`src/hdl/sfqc_pkg.sv`:
```
package sfqc_pkg;
  // ==========================================================
  // Opcodes
  localparam logic [7:0] OP_WREN = 8'h06;
  localparam logic [7:0] OP_WRDI = 8'h04;
  localparam logic [7:0] OP_WRSR = 8'h01;
  localparam logic [7:0] OP_PP = 8'h02;
  localparam logic [7:0] OP_QPP = 8'h32;
  localparam logic [7:0] OP_SE = 8'h20;
  localparam logic [7:0] OP_BE32 = 8'h52;
  localparam logic [7:0] OP_BE64 = 8'hd8;
  localparam logic [7:0] OP_CE = 8'hc7;
  localparam logic [7:0] OP_CE2 = 8'h60;
  localparam logic [7:0] OP_SUSP = 8'h75;
  localparam logic [7:0] OP_RESUME = 8'h7a;
  localparam logic [7:0] OP_RDP = 8'hab;
  localparam logic [7:0] OP_FAST = 8'h0b;
  localparam logic [7:0] OP_WRAP_RD = 8'h0c;
  localparam logic [7:0] OP_QIO = 8'heb;
  localparam logic [7:0] OP_WQIO = 8'he7;
  localparam logic [7:0] OP_OQIO = 8'he3;
  localparam logic [7:0] OP_SETWRAP = 8'h77;
  localparam logic [7:0] OP_SETPARAM = 8'hc0;
  localparam logic [7:0] OP_SECPRG = 8'h42;
  localparam logic [7:0] OP_SECERS = 8'h44;
  localparam logic [7:0] OP_SECRD = 8'h48;
  localparam logic [7:0] OP_QPI_EN = 8'h38;
  localparam logic [7:0] OP_QPI_DIS = 8'hff;
  localparam logic [7:0] OP_RESET = 8'h99;
  // ==========================================================
  // Address fields and counts
  localparam logic [7:0] SEC_HI = 8'h00;
  localparam logic [7:0] SEC_R1 = 8'h10;
  localparam logic [7:0] SEC_R2 = 8'h20;
  localparam logic [7:0] SEC_R3 = 8'h30;
  localparam logic [15:0] PAGE_BYTES = 16'h0100;
  localparam logic [5:0] BYTE_BITS = 6'h08;
  localparam logic [5:0] ADDR_BITS = 6'h18;
  localparam logic [5:0] ADDR_MODE_BITS = 6'h20;
  localparam logic [4:0] QIO_DUMMY = 5'h04;
  localparam logic [4:0] WQIO_DUMMY = 5'h02;
  localparam logic [4:0] RDP_DUMMY_1 = 5'h18;
  localparam logic [4:0] RDP_DUMMY_4 = 5'h06;
  localparam logic [3:0] DUMMY_FLD_RST = 4'h2;
  localparam logic [3:0] WRAP_FLD_RST = 4'h0;
  // ==========================================================
  // Pin levels and timing
  localparam logic [3:0] OE_IDLE = 4'hc;
  localparam logic [3:0] OE_SINGLE = 4'hd;
  localparam logic [3:0] OE_ALL = 4'hf;
  localparam logic [3:0] OE_NONE = 4'h0;
  localparam logic [1:0] IO_HI = 2'h3;
  localparam int CLK_NS = 10;
  localparam int SCLK_NS = 80;
  localparam int SCLK_HALF_CYC = SCLK_NS / (2 * CLK_NS);
  localparam int CS_GAP_NS = 50;
  localparam int CS_GAP_CYC = (CS_GAP_NS + CLK_NS - 1) / CLK_NS;
  // ==========================================================
  // Types
  typedef enum logic [1:0] {lane_1 = 2'h0, lane_2 = 2'h1, lane_4 = 2'h2} sfqc_lane_t;
  typedef enum logic [2:0] {ph_op, ph_addr, ph_dummy, ph_wr, ph_rd} sfqc_ph_t;
  typedef struct packed {
    logic [7:0] opcode;
    logic [23:0] addr;
    logic [7:0] mode_bits;
    logic has_addr;
    logic has_mode;
    sfqc_lane_t addr_lanes;
    sfqc_lane_t data_lanes;
    logic [4:0] dummy_clks;
    logic rd_dir;
    logic [15:0] data_len;
  } sfqc_cmd_t;

  function automatic logic [5:0] nclk(input logic [5:0] bits, input sfqc_lane_t l);
    nclk = bits >> l;
  endfunction : nclk
endpackage : sfqc_pkg

```
`src/hdl/sfqc_host.sv`:
```
`timescale 1ns/10ps
module sfqc_host #(
  parameter int HALF_CYC = sfqc_pkg::SCLK_HALF_CYC,
  parameter int GAP_CYC = sfqc_pkg::CS_GAP_CYC
) (
  input wire logic core_clk_i,
  input wire logic rst_b_i,
  input wire logic cmd_valid_i,
  output logic cmd_ready_o,
  input sfqc_pkg::sfqc_cmd_t cmd_i,
  output logic cmd_err_o,
  input wire logic [7:0] wr_data_i,
  input wire logic wr_valid_i,
  output logic wr_ready_o,
  output logic [7:0] rd_data_o,
  output logic rd_valid_o,
  output logic busy_o,
  output logic four_wire_command_mode_o,
  output logic write_enable_latch_o,
  output logic [3:0] dummy_count_field_o,
  output logic [3:0] wrap_length_field_o,
  output logic flash_sclk_o,
  output logic flash_cs_b_o,
  input wire logic [3:0] io_i,
  output logic [3:0] io_o,
  output logic [3:0] io_oe_o
);
  // ==========================================================
  // Declarations
  typedef enum logic [1:0] {st_idle, st_run, st_gap} sfqc_st_t;
  localparam logic [7:0] HALF_END = 8'(HALF_CYC - 1);
  localparam logic [7:0] GAP_END = 8'(GAP_CYC - 1);
  sfqc_st_t st_r;
  sfqc_pkg::sfqc_ph_t ph_r;
  sfqc_pkg::sfqc_ph_t nxt_ph;
  sfqc_pkg::sfqc_ph_t data_ph;
  sfqc_pkg::sfqc_lane_t lane_r;
  sfqc_pkg::sfqc_lane_t addr_lane_r;
  sfqc_pkg::sfqc_lane_t data_lane_r;
  sfqc_pkg::sfqc_lane_t e_addr_lane;
  sfqc_pkg::sfqc_lane_t e_data_lane;
  sfqc_pkg::sfqc_lane_t e_op_lane;
  logic [3:0] io_s1_r;
  logic [3:0] io_s2_r;
  logic nxt_end;
  logic sclk_r;
  logic [7:0] div_r;
  logic [7:0] gap_r;
  logic [31:0] sh_r;
  logic [31:0] addr_word_r;
  logic [31:0] e_word;
  logic [5:0] cnt_r;
  logic [5:0] addr_clks_r;
  logic [4:0] dummy_r;
  logic [4:0] e_dummy;
  logic [15:0] len_r;
  logic [15:0] e_len;
  logic has_addr_r;
  logic e_has_addr;
  logic e_has_mode;
  logic dir_r;
  logic [7:0] op_r;
  logic [7:0] rx_r;
  logic [7:0] rd_data_r;
  logic rd_valid_r;
  logic err_r;
  logic qpi_r;
  logic wel_r;
  logic [3:0] dummy_fld_r;
  logic [3:0] wrap_fld_r;
  logic [3:0] io_o_r;
  logic [3:0] io_oe_r;
  logic take;
  logic is_wr;
  logic is_prog;
  logic is_sec;
  logic bad;
  logic rise;
  logic fall_t;
  logic fall;
  logic last;
  logic need_wr;
  logic frame_end;
  logic [7:0] op;

  assign op = cmd_i.opcode;
  assign take = cmd_valid_i && (st_r == st_idle);
  assign cmd_ready_o = (st_r == st_idle);
  assign cmd_err_o = err_r;
  assign busy_o = (st_r != st_idle);
  assign rd_data_o = rd_data_r;
  assign rd_valid_o = rd_valid_r;
  assign four_wire_command_mode_o = qpi_r;
  assign write_enable_latch_o = wel_r;
  assign dummy_count_field_o = dummy_fld_r;
  assign wrap_length_field_o = wrap_fld_r;
  assign flash_sclk_o = sclk_r;
  assign flash_cs_b_o = (st_r != st_run);
  assign io_o = io_o_r;
  assign io_oe_o = io_oe_r;

  // ==========================================================
  // Pin input synchroniser
  always_ff @(posedge core_clk_i or negedge rst_b_i)
  begin
    if (!rst_b_i)
    begin
      io_s1_r <= 4'h0;
      io_s2_r <= 4'h0;
    end
    else
    begin
      io_s1_r <= io_i;
      io_s2_r <= io_s1_r;
    end
  end

  // ==========================================================
  // Command screening
  // Commands the flash would reject or misread are refused here, so the
  // shadow state below never drifts from the device.
  always_comb
  begin
    is_wr = op inside {sfqc_pkg::OP_PP, sfqc_pkg::OP_QPP, sfqc_pkg::OP_SE,
                       sfqc_pkg::OP_BE32, sfqc_pkg::OP_BE64, sfqc_pkg::OP_CE,
                       sfqc_pkg::OP_CE2, sfqc_pkg::OP_WRSR, sfqc_pkg::OP_SECPRG,
                       sfqc_pkg::OP_SECERS};
    is_prog = op inside {sfqc_pkg::OP_PP, sfqc_pkg::OP_QPP, sfqc_pkg::OP_SECPRG};
    is_sec = op inside {sfqc_pkg::OP_SECPRG, sfqc_pkg::OP_SECERS, sfqc_pkg::OP_SECRD};
    bad = 1'b0;
    if (is_wr && !wel_r)
      bad = 1'b1;
    if (is_prog && (cmd_i.data_len == 16'h0 || cmd_i.data_len > sfqc_pkg::PAGE_BYTES))
      bad = 1'b1;
    if (is_sec && (cmd_i.addr[23:16] != sfqc_pkg::SEC_HI ||
        !(cmd_i.addr[15:8] inside {sfqc_pkg::SEC_R1, sfqc_pkg::SEC_R2, sfqc_pkg::SEC_R3})))
      bad = 1'b1;
    if (op == sfqc_pkg::OP_WQIO && cmd_i.addr[0])
      bad = 1'b1;
    if (op == sfqc_pkg::OP_OQIO && cmd_i.addr[3:0] != 4'h0)
      bad = 1'b1;
    if (op == sfqc_pkg::OP_WRAP_RD && !qpi_r)
      bad = 1'b1;
  end

  // ==========================================================
  // Effective frame layout
  always_comb
  begin
    e_op_lane = qpi_r ? sfqc_pkg::lane_4 : sfqc_pkg::lane_1;
    e_data_lane = qpi_r ? sfqc_pkg::lane_4 : cmd_i.data_lanes;
    e_addr_lane = cmd_i.addr_lanes;
    if (qpi_r || op inside {sfqc_pkg::OP_QIO, sfqc_pkg::OP_WQIO, sfqc_pkg::OP_OQIO,
                            sfqc_pkg::OP_SETWRAP})
      e_addr_lane = sfqc_pkg::lane_4;
    e_has_addr = cmd_i.has_addr;
    e_len = cmd_i.data_len;
    if (op inside {sfqc_pkg::OP_SUSP, sfqc_pkg::OP_RESUME, sfqc_pkg::OP_WREN,
                   sfqc_pkg::OP_WRDI})
    begin
      e_has_addr = 1'b0;
      e_len = 16'h0;
    end
    e_has_mode = cmd_i.has_mode;
    e_word = {cmd_i.addr, cmd_i.has_mode ? cmd_i.mode_bits : 8'h00};
    if (op == sfqc_pkg::OP_SETWRAP)
    begin
      e_has_addr = 1'b1;
      e_has_mode = 1'b1;
      e_word = {24'h0, 1'b0, cmd_i.mode_bits[6:4], 4'h0};
    end
    e_dummy = cmd_i.dummy_clks;
    if (op == sfqc_pkg::OP_RDP)
      e_dummy = qpi_r ? sfqc_pkg::RDP_DUMMY_4 : sfqc_pkg::RDP_DUMMY_1;
    else if (qpi_r && op inside {sfqc_pkg::OP_FAST, sfqc_pkg::OP_WRAP_RD, sfqc_pkg::OP_QIO})
      e_dummy = {1'b0, dummy_fld_r};
    else if (op == sfqc_pkg::OP_QIO)
      e_dummy = sfqc_pkg::QIO_DUMMY;
    else if (op == sfqc_pkg::OP_WQIO)
      e_dummy = sfqc_pkg::WQIO_DUMMY;
    else if (op == sfqc_pkg::OP_OQIO)
      e_dummy = 5'h0;
  end

  // ==========================================================
  // Phase sequencing
  assign data_ph = dir_r ? sfqc_pkg::ph_rd : sfqc_pkg::ph_wr;
  always_comb
  begin
    nxt_ph = data_ph;
    nxt_end = (len_r == 16'h0);
    case (ph_r)
      sfqc_pkg::ph_op:
      begin
        if (has_addr_r)
        begin
          nxt_ph = sfqc_pkg::ph_addr;
          nxt_end = 1'b0;
        end
        else if (dummy_r != 5'h0)
        begin
          nxt_ph = sfqc_pkg::ph_dummy;
          nxt_end = 1'b0;
        end
      end
      sfqc_pkg::ph_addr:
      begin
        if (dummy_r != 5'h0)
        begin
          nxt_ph = sfqc_pkg::ph_dummy;
          nxt_end = 1'b0;
        end
      end
      sfqc_pkg::ph_dummy:
      begin
      end
      default:
      begin
        nxt_ph = ph_r;
        nxt_end = (len_r <= 16'h1);
      end
    endcase
  end

  assign rise = (st_r == st_run) && !sclk_r && (div_r == HALF_END);
  assign fall_t = (st_r == st_run) && sclk_r && (div_r == HALF_END);
  assign last = (cnt_r == 6'h1);
  assign need_wr = fall_t && last && !nxt_end && (nxt_ph == sfqc_pkg::ph_wr);
  // A missing write byte holds the clock high; the flash only samples on rise.
  assign fall = fall_t && (!need_wr || wr_valid_i);
  assign wr_ready_o = need_wr;
  assign frame_end = fall && last && nxt_end;

  // ==========================================================
  // Serial clock divider
  always_ff @(posedge core_clk_i or negedge rst_b_i)
  begin
    if (!rst_b_i)
      div_r <= 8'h0;
    else if (st_r != st_run || rise || fall)
      div_r <= 8'h0;
    else if (div_r != HALF_END)
      div_r <= div_r + 8'h1;
  end

  always_ff @(posedge core_clk_i or negedge rst_b_i)
  begin
    if (!rst_b_i)
      sclk_r <= 1'b0;
    else if (rise)
      sclk_r <= 1'b1;
    else if (fall)
      sclk_r <= 1'b0;
  end

  // ==========================================================
  // Frame state machine
  always_ff @(posedge core_clk_i or negedge rst_b_i)
  begin
    if (!rst_b_i)
    begin
      st_r <= st_idle;
      ph_r <= sfqc_pkg::ph_op;
      lane_r <= sfqc_pkg::lane_1;
      addr_lane_r <= sfqc_pkg::lane_1;
      data_lane_r <= sfqc_pkg::lane_1;
      sh_r <= 32'h0;
      addr_word_r <= 32'h0;
      cnt_r <= 6'h0;
      addr_clks_r <= 6'h0;
      dummy_r <= 5'h0;
      len_r <= 16'h0;
      has_addr_r <= 1'b0;
      dir_r <= 1'b0;
      op_r <= 8'h0;
      gap_r <= 8'h0;
    end
    else
    begin
      case (st_r)
        st_idle:
        begin
          if (take && !bad)
          begin
            st_r <= st_run;
            ph_r <= sfqc_pkg::ph_op;
            op_r <= op;
            lane_r <= e_op_lane;
            sh_r <= {op, 24'h0};
            cnt_r <= sfqc_pkg::nclk(sfqc_pkg::BYTE_BITS, e_op_lane);
            has_addr_r <= e_has_addr;
            addr_word_r <= e_word;
            addr_lane_r <= e_addr_lane;
            addr_clks_r <= sfqc_pkg::nclk(e_has_mode ? sfqc_pkg::ADDR_MODE_BITS :
                                          sfqc_pkg::ADDR_BITS, e_addr_lane);
            dummy_r <= e_dummy;
            data_lane_r <= e_data_lane;
            dir_r <= cmd_i.rd_dir;
            len_r <= e_len;
          end
        end
        st_run:
        begin
          if (fall && !last)
          begin
            cnt_r <= cnt_r - 6'h1;
            case (lane_r)
              sfqc_pkg::lane_1: sh_r <= {sh_r[30:0], 1'b0};
              sfqc_pkg::lane_2: sh_r <= {sh_r[29:0], 2'h0};
              default: sh_r <= {sh_r[27:0], 4'h0};
            endcase
          end
          else if (fall)
          begin
            if (ph_r == sfqc_pkg::ph_wr || ph_r == sfqc_pkg::ph_rd)
              len_r <= len_r - 16'h1;
            if (nxt_end)
            begin
              st_r <= st_gap;
              gap_r <= 8'h0;
            end
            else
            begin
              ph_r <= nxt_ph;
              case (nxt_ph)
                sfqc_pkg::ph_addr:
                begin
                  sh_r <= addr_word_r;
                  lane_r <= addr_lane_r;
                  cnt_r <= addr_clks_r;
                end
                sfqc_pkg::ph_dummy:
                  cnt_r <= {1'b0, dummy_r};
                sfqc_pkg::ph_wr:
                begin
                  sh_r <= {wr_data_i, 24'h0};
                  lane_r <= data_lane_r;
                  cnt_r <= sfqc_pkg::nclk(sfqc_pkg::BYTE_BITS, data_lane_r);
                end
                default:
                begin
                  lane_r <= data_lane_r;
                  cnt_r <= sfqc_pkg::nclk(sfqc_pkg::BYTE_BITS, data_lane_r);
                end
              endcase
            end
          end
        end
        st_gap:
        begin
          // Select stays high a minimum time so the flash resets its decoder.
          if (gap_r == GAP_END)
            st_r <= st_idle;
          else
            gap_r <= gap_r + 8'h1;
        end
        default:
          st_r <= st_idle;
      endcase
    end
  end

  // ==========================================================
  // Read data capture
  always_ff @(posedge core_clk_i or negedge rst_b_i)
  begin
    if (!rst_b_i)
      rx_r <= 8'h0;
    else if (rise && ph_r == sfqc_pkg::ph_rd)
    begin
      case (lane_r)
        sfqc_pkg::lane_1: rx_r <= {rx_r[6:0], io_s2_r[1]};
        sfqc_pkg::lane_2: rx_r <= {rx_r[5:0], io_s2_r[1:0]};
        default: rx_r <= {rx_r[3:0], io_s2_r};
      endcase
    end
  end

  always_ff @(posedge core_clk_i or negedge rst_b_i)
  begin
    if (!rst_b_i)
    begin
      rd_data_r <= 8'h0;
      rd_valid_r <= 1'b0;
    end
    else
    begin
      rd_valid_r <= fall && last && ph_r == sfqc_pkg::ph_rd;
      if (fall && last && ph_r == sfqc_pkg::ph_rd)
        rd_data_r <= rx_r;
    end
  end

  always_ff @(posedge core_clk_i or negedge rst_b_i)
  begin
    if (!rst_b_i)
      err_r <= 1'b0;
    else
      err_r <= take && bad;
  end

  // ==========================================================
  // Shadow of device mode and latch
  always_ff @(posedge core_clk_i or negedge rst_b_i)
  begin
    if (!rst_b_i)
    begin
      qpi_r <= 1'b0;
      wel_r <= 1'b0;
      dummy_fld_r <= sfqc_pkg::DUMMY_FLD_RST;
      wrap_fld_r <= sfqc_pkg::WRAP_FLD_RST;
    end
    else
    begin
      if (fall && need_wr && op_r == sfqc_pkg::OP_SETPARAM)
      begin
        dummy_fld_r <= wr_data_i[7:4];
        wrap_fld_r <= wr_data_i[3:0];
      end
      if (frame_end)
      begin
        case (op_r)
          sfqc_pkg::OP_WREN: wel_r <= 1'b1;
          sfqc_pkg::OP_WRDI: wel_r <= 1'b0;
          sfqc_pkg::OP_QPI_EN: qpi_r <= 1'b1;
          sfqc_pkg::OP_QPI_DIS: qpi_r <= 1'b0;
          sfqc_pkg::OP_RESET:
          begin
            qpi_r <= 1'b0;
            wel_r <= 1'b0;
          end
          sfqc_pkg::OP_PP, sfqc_pkg::OP_QPP, sfqc_pkg::OP_SE, sfqc_pkg::OP_BE32,
          sfqc_pkg::OP_BE64, sfqc_pkg::OP_CE, sfqc_pkg::OP_CE2, sfqc_pkg::OP_WRSR,
          sfqc_pkg::OP_SECPRG, sfqc_pkg::OP_SECERS:
            wel_r <= 1'b0;
          default:
            wel_r <= wel_r;
        endcase
      end
    end
  end

  // ==========================================================
  // Pin drive
  always_ff @(posedge core_clk_i or negedge rst_b_i)
  begin
    if (!rst_b_i)
    begin
      io_o_r <= 4'hc;
      io_oe_r <= sfqc_pkg::OE_IDLE;
    end
    else if (st_r != st_run)
    begin
      io_o_r <= {sfqc_pkg::IO_HI, 2'h0};
      io_oe_r <= sfqc_pkg::OE_IDLE;
    end
    else
    begin
      case (lane_r)
        sfqc_pkg::lane_1:
        begin
          io_o_r <= {sfqc_pkg::IO_HI, 1'b0, sh_r[31]};
          io_oe_r <= sfqc_pkg::OE_SINGLE;
        end
        sfqc_pkg::lane_2:
        begin
          io_o_r <= {sfqc_pkg::IO_HI, sh_r[31:30]};
          io_oe_r <= (ph_r == sfqc_pkg::ph_rd || ph_r == sfqc_pkg::ph_dummy) ?
                     sfqc_pkg::OE_IDLE : sfqc_pkg::OE_ALL;
        end
        default:
        begin
          io_o_r <= sh_r[31:28];
          io_oe_r <= (ph_r == sfqc_pkg::ph_rd || ph_r == sfqc_pkg::ph_dummy) ?
                     sfqc_pkg::OE_NONE : sfqc_pkg::OE_ALL;
        end
      endcase
    end
  end
endmodule : sfqc_host

```
`config.mk`:
```
export PLATFORM = sky130hd
export DESIGN_NAME = sfqc_host
export DESIGN_NICKNAME = d
export VERILOG_FILES = /design/src/hdl/sfqc_pkg.sv /design/src/hdl/sfqc_host.sv
export SDC_FILE = /design/constraint.sdc
export NUM_CORES = 1
export LEC_CHECK = 0
export ABC_AREA = 1
export BUFFER_PORTS_ARGS = -buffer_cell sky130_fd_sc_hd__buf_2
export CORE_MARGIN = 1.5
export CORE_UTILIZATION = 60
export CTS_BUF_LIST = sky130_fd_sc_hd__clkbuf_16
export CTS_CLUSTER_SIZE = 20
export DETAILED_ROUTE_END_ITERATION = 6
export HOLD_SLACK_MARGIN = 0.12
export PLACE_DENSITY_LB_ADDON = 0.12
export RECOVER_POWER = 100
export SYNTH_ARGS = -nofsm -noshare
export SYNTH_HDL_FRONTEND = slang
export SYNTH_SLANG_ARGS = --single-unit
```
`constraint.sdc`:
```
create_clock -name core_clk_i -period 3 [get_ports core_clk_i]
set_clock_uncertainty 0.15 [all_clocks]
set_input_delay 0.3 -clock core_clk_i [delete_from_list [all_inputs] [get_ports core_clk_i]]
set_output_delay 0.3 -clock core_clk_i [all_outputs]
set_load 0.05 [all_outputs]
```
Yosys cells after proc, flatten, opt, wreduce, memory -nomap -nowiden --
Cells that the tools add are included.
Cells by class: order comparisons 2, equality and inequality tests 68, multiplexer cells 82, $add $sub $neg 4, shifts and indexed selects 3, reductions and logical operators 75
Operators by type and width (count):
- 32-bit one-hot mux with 2 select lines | 3
- 32-bit 2-to-1 mux | 5
- 8-bit by 7-bit equality test with 1-bit output, second input constant | 12
- 8-bit equality test, second input constant | 11
- 16-bit 2-to-1 mux | 5
- 8-bit by 6-bit equality test with 1-bit output, second input constant | 7
- 8-bit 2-to-1 mux | 7
- 8-bit by 3-bit equality test with 1-bit output, second input constant | 5
- 16-bit zero test | 2
- 16-bit one-hot mux with 2 select lines | 1
- 8-bit one-hot mux with 2 select lines | 2
- 5-bit 2-to-1 mux | 6
- 6-bit 2-to-1 mux | 5
- 2-bit 2-to-1 mux | 13
- 1-bit logical AND | 25
- 5-bit AND reduction | 5
- 8-bit by 2-bit equality test with 1-bit output, second input constant | 3
- 6-bit one-hot mux with 2 select lines | 2
- 3-bit 2-to-1 mux | 7
- 8-bit by 1-bit adder with 8-bit output, second input constant | 2
- 8-bit by 1-bit equality test with 1-bit output, second input constant | 2
- 8-bit by 4-bit equality test with 1-bit output, second input constant | 2
- 16-bit by 9-bit greater-than comparator with 1-bit output, second input constant | 1
- 16-bit by 1-bit less-or-equal comparator with 1-bit output, second input constant | 1
- 40 further kinds | 100
Storage, ports and cells: flip-flop bits (word level) 179, output and inout bits 33, word-level logic and storage cells 263

Logic depth before layout (Yosys ltp) --
depth in word-level cells 13, depth in mapped cells 17

Least setup slack after synthesis --
OpenSTA, ideal clock, no wires.
kind reg-to-reg, from register st_r[1], to register sh_r[17], library setup time 65 ps, stages on the path, launching flop included 12, path slack -7 ps, data arrival time 2792 ps, buffers on the path 2, path through dfrtp_1 -> nor2_1 -> inv_1 -> nor2_1 -> nand4_1 -> buf_2 -> a21oi_4 -> nand3_4 -> nor2_4 -> buf_6 -> nand2_1 -> nand2_1
Between the ends: elaborated cells on any way between the ends 21, those cells by class eq/ne: 5; mux: 2; reduce/logical: 14
RTL lines:
- from (decl) | RTL line sfqc_host.sv:33 | sfqc_st_t st_r;
- from (signal assigned) | RTL line sfqc_host.sv:262 | st_r <= st_idle;
- from (signal assigned) | RTL line sfqc_host.sv:285 | st_r <= st_run;
- from (signal assigned) | RTL line sfqc_host.sv:319 | st_r <= st_gap;
- 2-bit zero test *
- net cmd_ready_o | RTL line sfqc_host.sv:9 | output logic cmd_ready_o,
- 1-bit logical AND | RTL line sfqc_host.sv:87 | assign take = cmd_valid_i && (st_r == st_idle);
- 1-bit logical AND | RTL line sfqc_host.sv:283 | if (take && !bad)
- 2-bit by 1-bit != test with 1-bit output (no line)
- 5-bit AND reduction (no line)
- to (signal assigned) | RTL line sfqc_host.sv:289 | sh_r <= {op, 24'h0};
- to (signal assigned) | RTL line sfqc_host.sv:308 | sfqc_pkg::lane_1: sh_r <= {sh_r[30:0], 1'b0};
- to (signal assigned) | RTL line sfqc_host.sv:309 | sfqc_pkg::lane_2: sh_r <= {sh_r[29:0], 2'h0};
- to (decl) | RTL line sfqc_host.sv:49 | logic [31:0] sh_r;
Mark *: on every way through the listed nets, which the timed path passes. The rest lies on a longest branch. A chain may end at the register's enable or synchronous reset.

Worst setup path after layout --
from register cnt_r[1], to output wr_ready_o
Between the ends: longest elaborated chain between the ends 4
Ends and longest elaborated chain:
- from (decl) | RTL line sfqc_host.sv:52 | logic [5:0] cnt_r;
- from (signal assigned) | RTL line sfqc_host.sv:290 | cnt_r <= sfqc_pkg::nclk(sfqc_pkg::BYTE_BITS, e_op_lane);
- from (signal assigned) | RTL line sfqc_host.sv:306 | cnt_r <= cnt_r - 6'h1;
- from (signal assigned) | RTL line sfqc_host.sv:330 | cnt_r <= addr_clks_r;
- 6-bit by 1-bit equality test with 1-bit output | RTL line sfqc_host.sv:227 | assign last = (cnt_r == 6'h1);
- 1-bit logical AND (3 in series) | RTL line sfqc_host.sv:228 | assign need_wr = fall_t && last && !nxt_end && (nxt_ph == sfqc_pkg::ph_wr);
- to (decl) | RTL line sfqc_host.sv:14 | output logic wr_ready_o,
No other way between the ends.

==> results.yml <==
routing:
  dr.pass1.iters: 7
  drt_iter0_drc: 904
  drc_errors: 0
  vias: 10692
  routed_wl_mm: 30.3
  via_per_inst: 5.63
  drtAntennaViolNets: 0
  wl_per_cell_um: 16.0
floorplan:
  die_y_um: 136
  dieArea_mm2: 0.0184
  pin_count: 117
  start_util: 0.613
  core.rowCount: 48
  die_w_um: 136
  core-area_mm2: 0.0172
critical_path:
  required_ns: 2.55
  crit_path_start_kind: "flip-flop"
  worst_ep_arrival_time_ns: 2.43
  critPathKind: "reg -> out"
  path_max_fanout: 4
  end_kind: "output pin"
logic_synthesis:
  synth_xor_area_frac: 0.0157
  ys.flop_type: "dfrtp_1"
  ys_seq_elements: 178
  ys_warn_count: 0
  synthesis.nets: 1574
  synthMuxAreaShare: 0
  synthArstFlopShare: 1.00
  synth-compound-area-share: 0.144
  yosysSeqAreaShare: 0.422
  synth_area_mm2: 0.0106
  synth_fa_ha_area_frac: 0.0118
  syn_area_per_cell_um2: 7.14
  synth_top_area_share: 0.412
  synthTopCellsByArea: "dfrtp_1 (41%), nand2_1 (17%), o21ai_0 (6.2%)"
  synth_cells: 1480
  yosys.area_share.simple: 0.323
  synth_edf_count: 0
  synth_top_family_by_area: "simple AND/OR/NAND/NOR gates"
  ys_types: 51
  synth_top_area_cell: "dfrtp_1"
global_route:
  grt_pass1_wl_mm: 49.0
  antenna_found_initial: 0
  track_usage: 0.340
  grt-ovfl-total: 0
  grt_pass1_vias: 9878
  grt_max_degree: 77
place:
  place_inst: 1789
  hpwl_mm: 20.0
  dpl_cell_area_mm2: 0.0114
  place_ws_ns: 0.225
  gp_congestion: 0.930
  numPortBuffers: 116
sta:
  fmax_mhz: 348
  finalSetupViolations: 0
  tns_ns: 0
  relSlewSlack: -0.298
  rsz0062_at_grt: "false"
  worst_pin_slew_ns: 1.95
  finalHoldViolCount: 0
  timing.final.crit_share: 0.959
  min_period_ns: 2.88
  layout_setup_ws_ns: 0.123
  drv_slew: 76
cts:
  tritoncts: "built"
  h-tree-depth: 4
  insertion_delay_ns: 0.44
  clk_path_buf_depth: 2
  clock_sinks: 178
  cts_setup_buffers: 0
  tritoncts.num_buffers: 17
  cts.clk_slew.worst_paths_ns: 0.07
  cts_root_buf: "clkbuf_16"
layout:
  syn_to_final_growth_pct: 19.9
  nets: 1756
  fill_cells: 1404
  drive_gt1_frac: 0.113
  seq_area_mm2: 0.00446
  fin_area_mm2: 0.0127
  multi_input_area_mm2: 0.00519
  layoutNonFillerInstCount: 1900
  num_antenna_cells: 0
  fin_util: 0.735
outcome:
  violations: "capacitance limit, slew limit"
  status: "complete, but fails checks"
power_and_ir_drop:
  ir_drop_v: 0.000544
  p_leak_nw: 6.37
  power_density_mw_per_mm2: 912
flow_run:
  drv_cap: 1
hold_path:
  hold_class: "in -> reg"
stage by stage:
step	total power [mW]	hold slack (ns)
after floorplan	7.83	-0.146
after detailed placement	9.15	0.189
final	11.6	0.120
after CTS	11.5	0.123
after global placement	9.03	0.185
after global routing	12.5	0.157
placed cells by master (no fill, tap or decap), drive strengths merged, types with 10 or more instances in the layout:
cell	count
o21bai	16
nor3	16
o21ai	139
ha	10
inv	161
nand3	80
dlygate4sd3	79
clkbuf	57
nand4	55
nand2	482
xor2	14
o22ai	33
dfrtp	174
buf	108
a21oi	28
nor2	154
cells by family (layout without fill, tap and decap cells):
| group | after synthesis | in the layout |
|---|---|---|
| simple gates | 798 | 798 |
| xor+xnor | 19 | 19 |
| flops | 178 | 178 |
| fa+ha+maj | 10 | 10 |
| compound gates | 256 | 256 |
| buf+inv | 219 | 414 |
critical path: stages (launching register included):
cell and delay, ns:
dfrtp_1 0.41, inv_1 0.09, ha_1 0.15, nand2_1 0.07, nor3_2 0.24, nand4_1 0.18, a21oi_1 0.28, nand2_1 0.09
inv_1 0.17, buf_2 0.31
power breakdown:
group	switching [mW]	leakage (nW)	internal, mW	total [mW]
Combinational	3.60	3.81	1.88	5.48
Clock	1.10	0.294	1.13	2.23
Sequential	0.650	2.27	3.19	3.84
Total	5.35	6.37	6.20	11.6
layout make-up:
type                            instances  area share
Clock buffer                           17      0.0336
Clock inverter                         15      0.0129
Inverter                              155      0.0462
Multi-Input combinational cell       1083       0.409
Sequential cell                       178       0.352
Tap cell                              225      0.0222
Timing Repair Buffer                  227       0.124
what timing repair did:
item	in CTS	in global routing
hold endpoints to repair	142	0
resized for setup	0	3
setup endpoints to repair	0	4
hold buffers	79	0
metal layers:
layer	track usage	wire length [µm]	vias to the layer above	share of wire
met2	0.541	14000	488	0.46
li1	-	-	5219	-
met5	0	0	-	0
met1	0.466	13300	4930	0.44
met3	0.0655	2260	55	0.074
met4	0.116	748	0	0.025
sequential cells by signal, indices dropped and copies added (netlist names), 4 cells and up:
signal               cells
len_r                   16
wrap_length_field_o      4
dummy_r                  5
io_s2_r                  4
addr_clks_r              6
sh_r                    32
addr_word_r             32
dummy_count_field_o      4
io_o                     4
io_s1_r                  4
rx_r                     8
div_r                    8
gap_r                    8
cnt_r                    6
op_r                     8
rd_data_o                8
Yosys cell counts (7+ instances only):
| cell type | n |
|---|---|
| o21bai_1 | 16 |
| nand3_1 | 71 |
| nand3_2 | 7 |
| nand4_1 | 55 |
| o221ai_1 | 7 |
| nand2_2 | 9 |
| nor2_1 | 148 |
| a21oi_1 | 27 |
| o22ai_1 | 33 |
| nor3_1 | 13 |
| xor2_1 | 14 |
| o21ai_2 | 7 |
| buf_2 | 15 |
| dfrtp_1 | 174 |
| o31ai_1 | 8 |
| inv_1 | 145 |
| ha_1 | 10 |
| nand2_1 | 472 |
| clkbuf_1 | 36 |
| o21ai_0 | 130 |
final timing paths:
check,from,endpoint,slack (ns),cells after the start
min in group asynchronous,rst_b_i,len_r[7],0.78,2
hold reg to reg,io_s1_r[1],io_s2_r[1],0.20,0
setup reg to reg,len_r[0],sh_r[26],0.20,14
max in group asynchronous,rst_b_i,addr_word_r[4],0.42,3
setup / recovery,cnt_r[1],wr_ready_o,0.12,9
hold / removal,cmd_i[12],len_r[12],0.12,5
No activity file was read; power rests on OpenSTA's default activity.
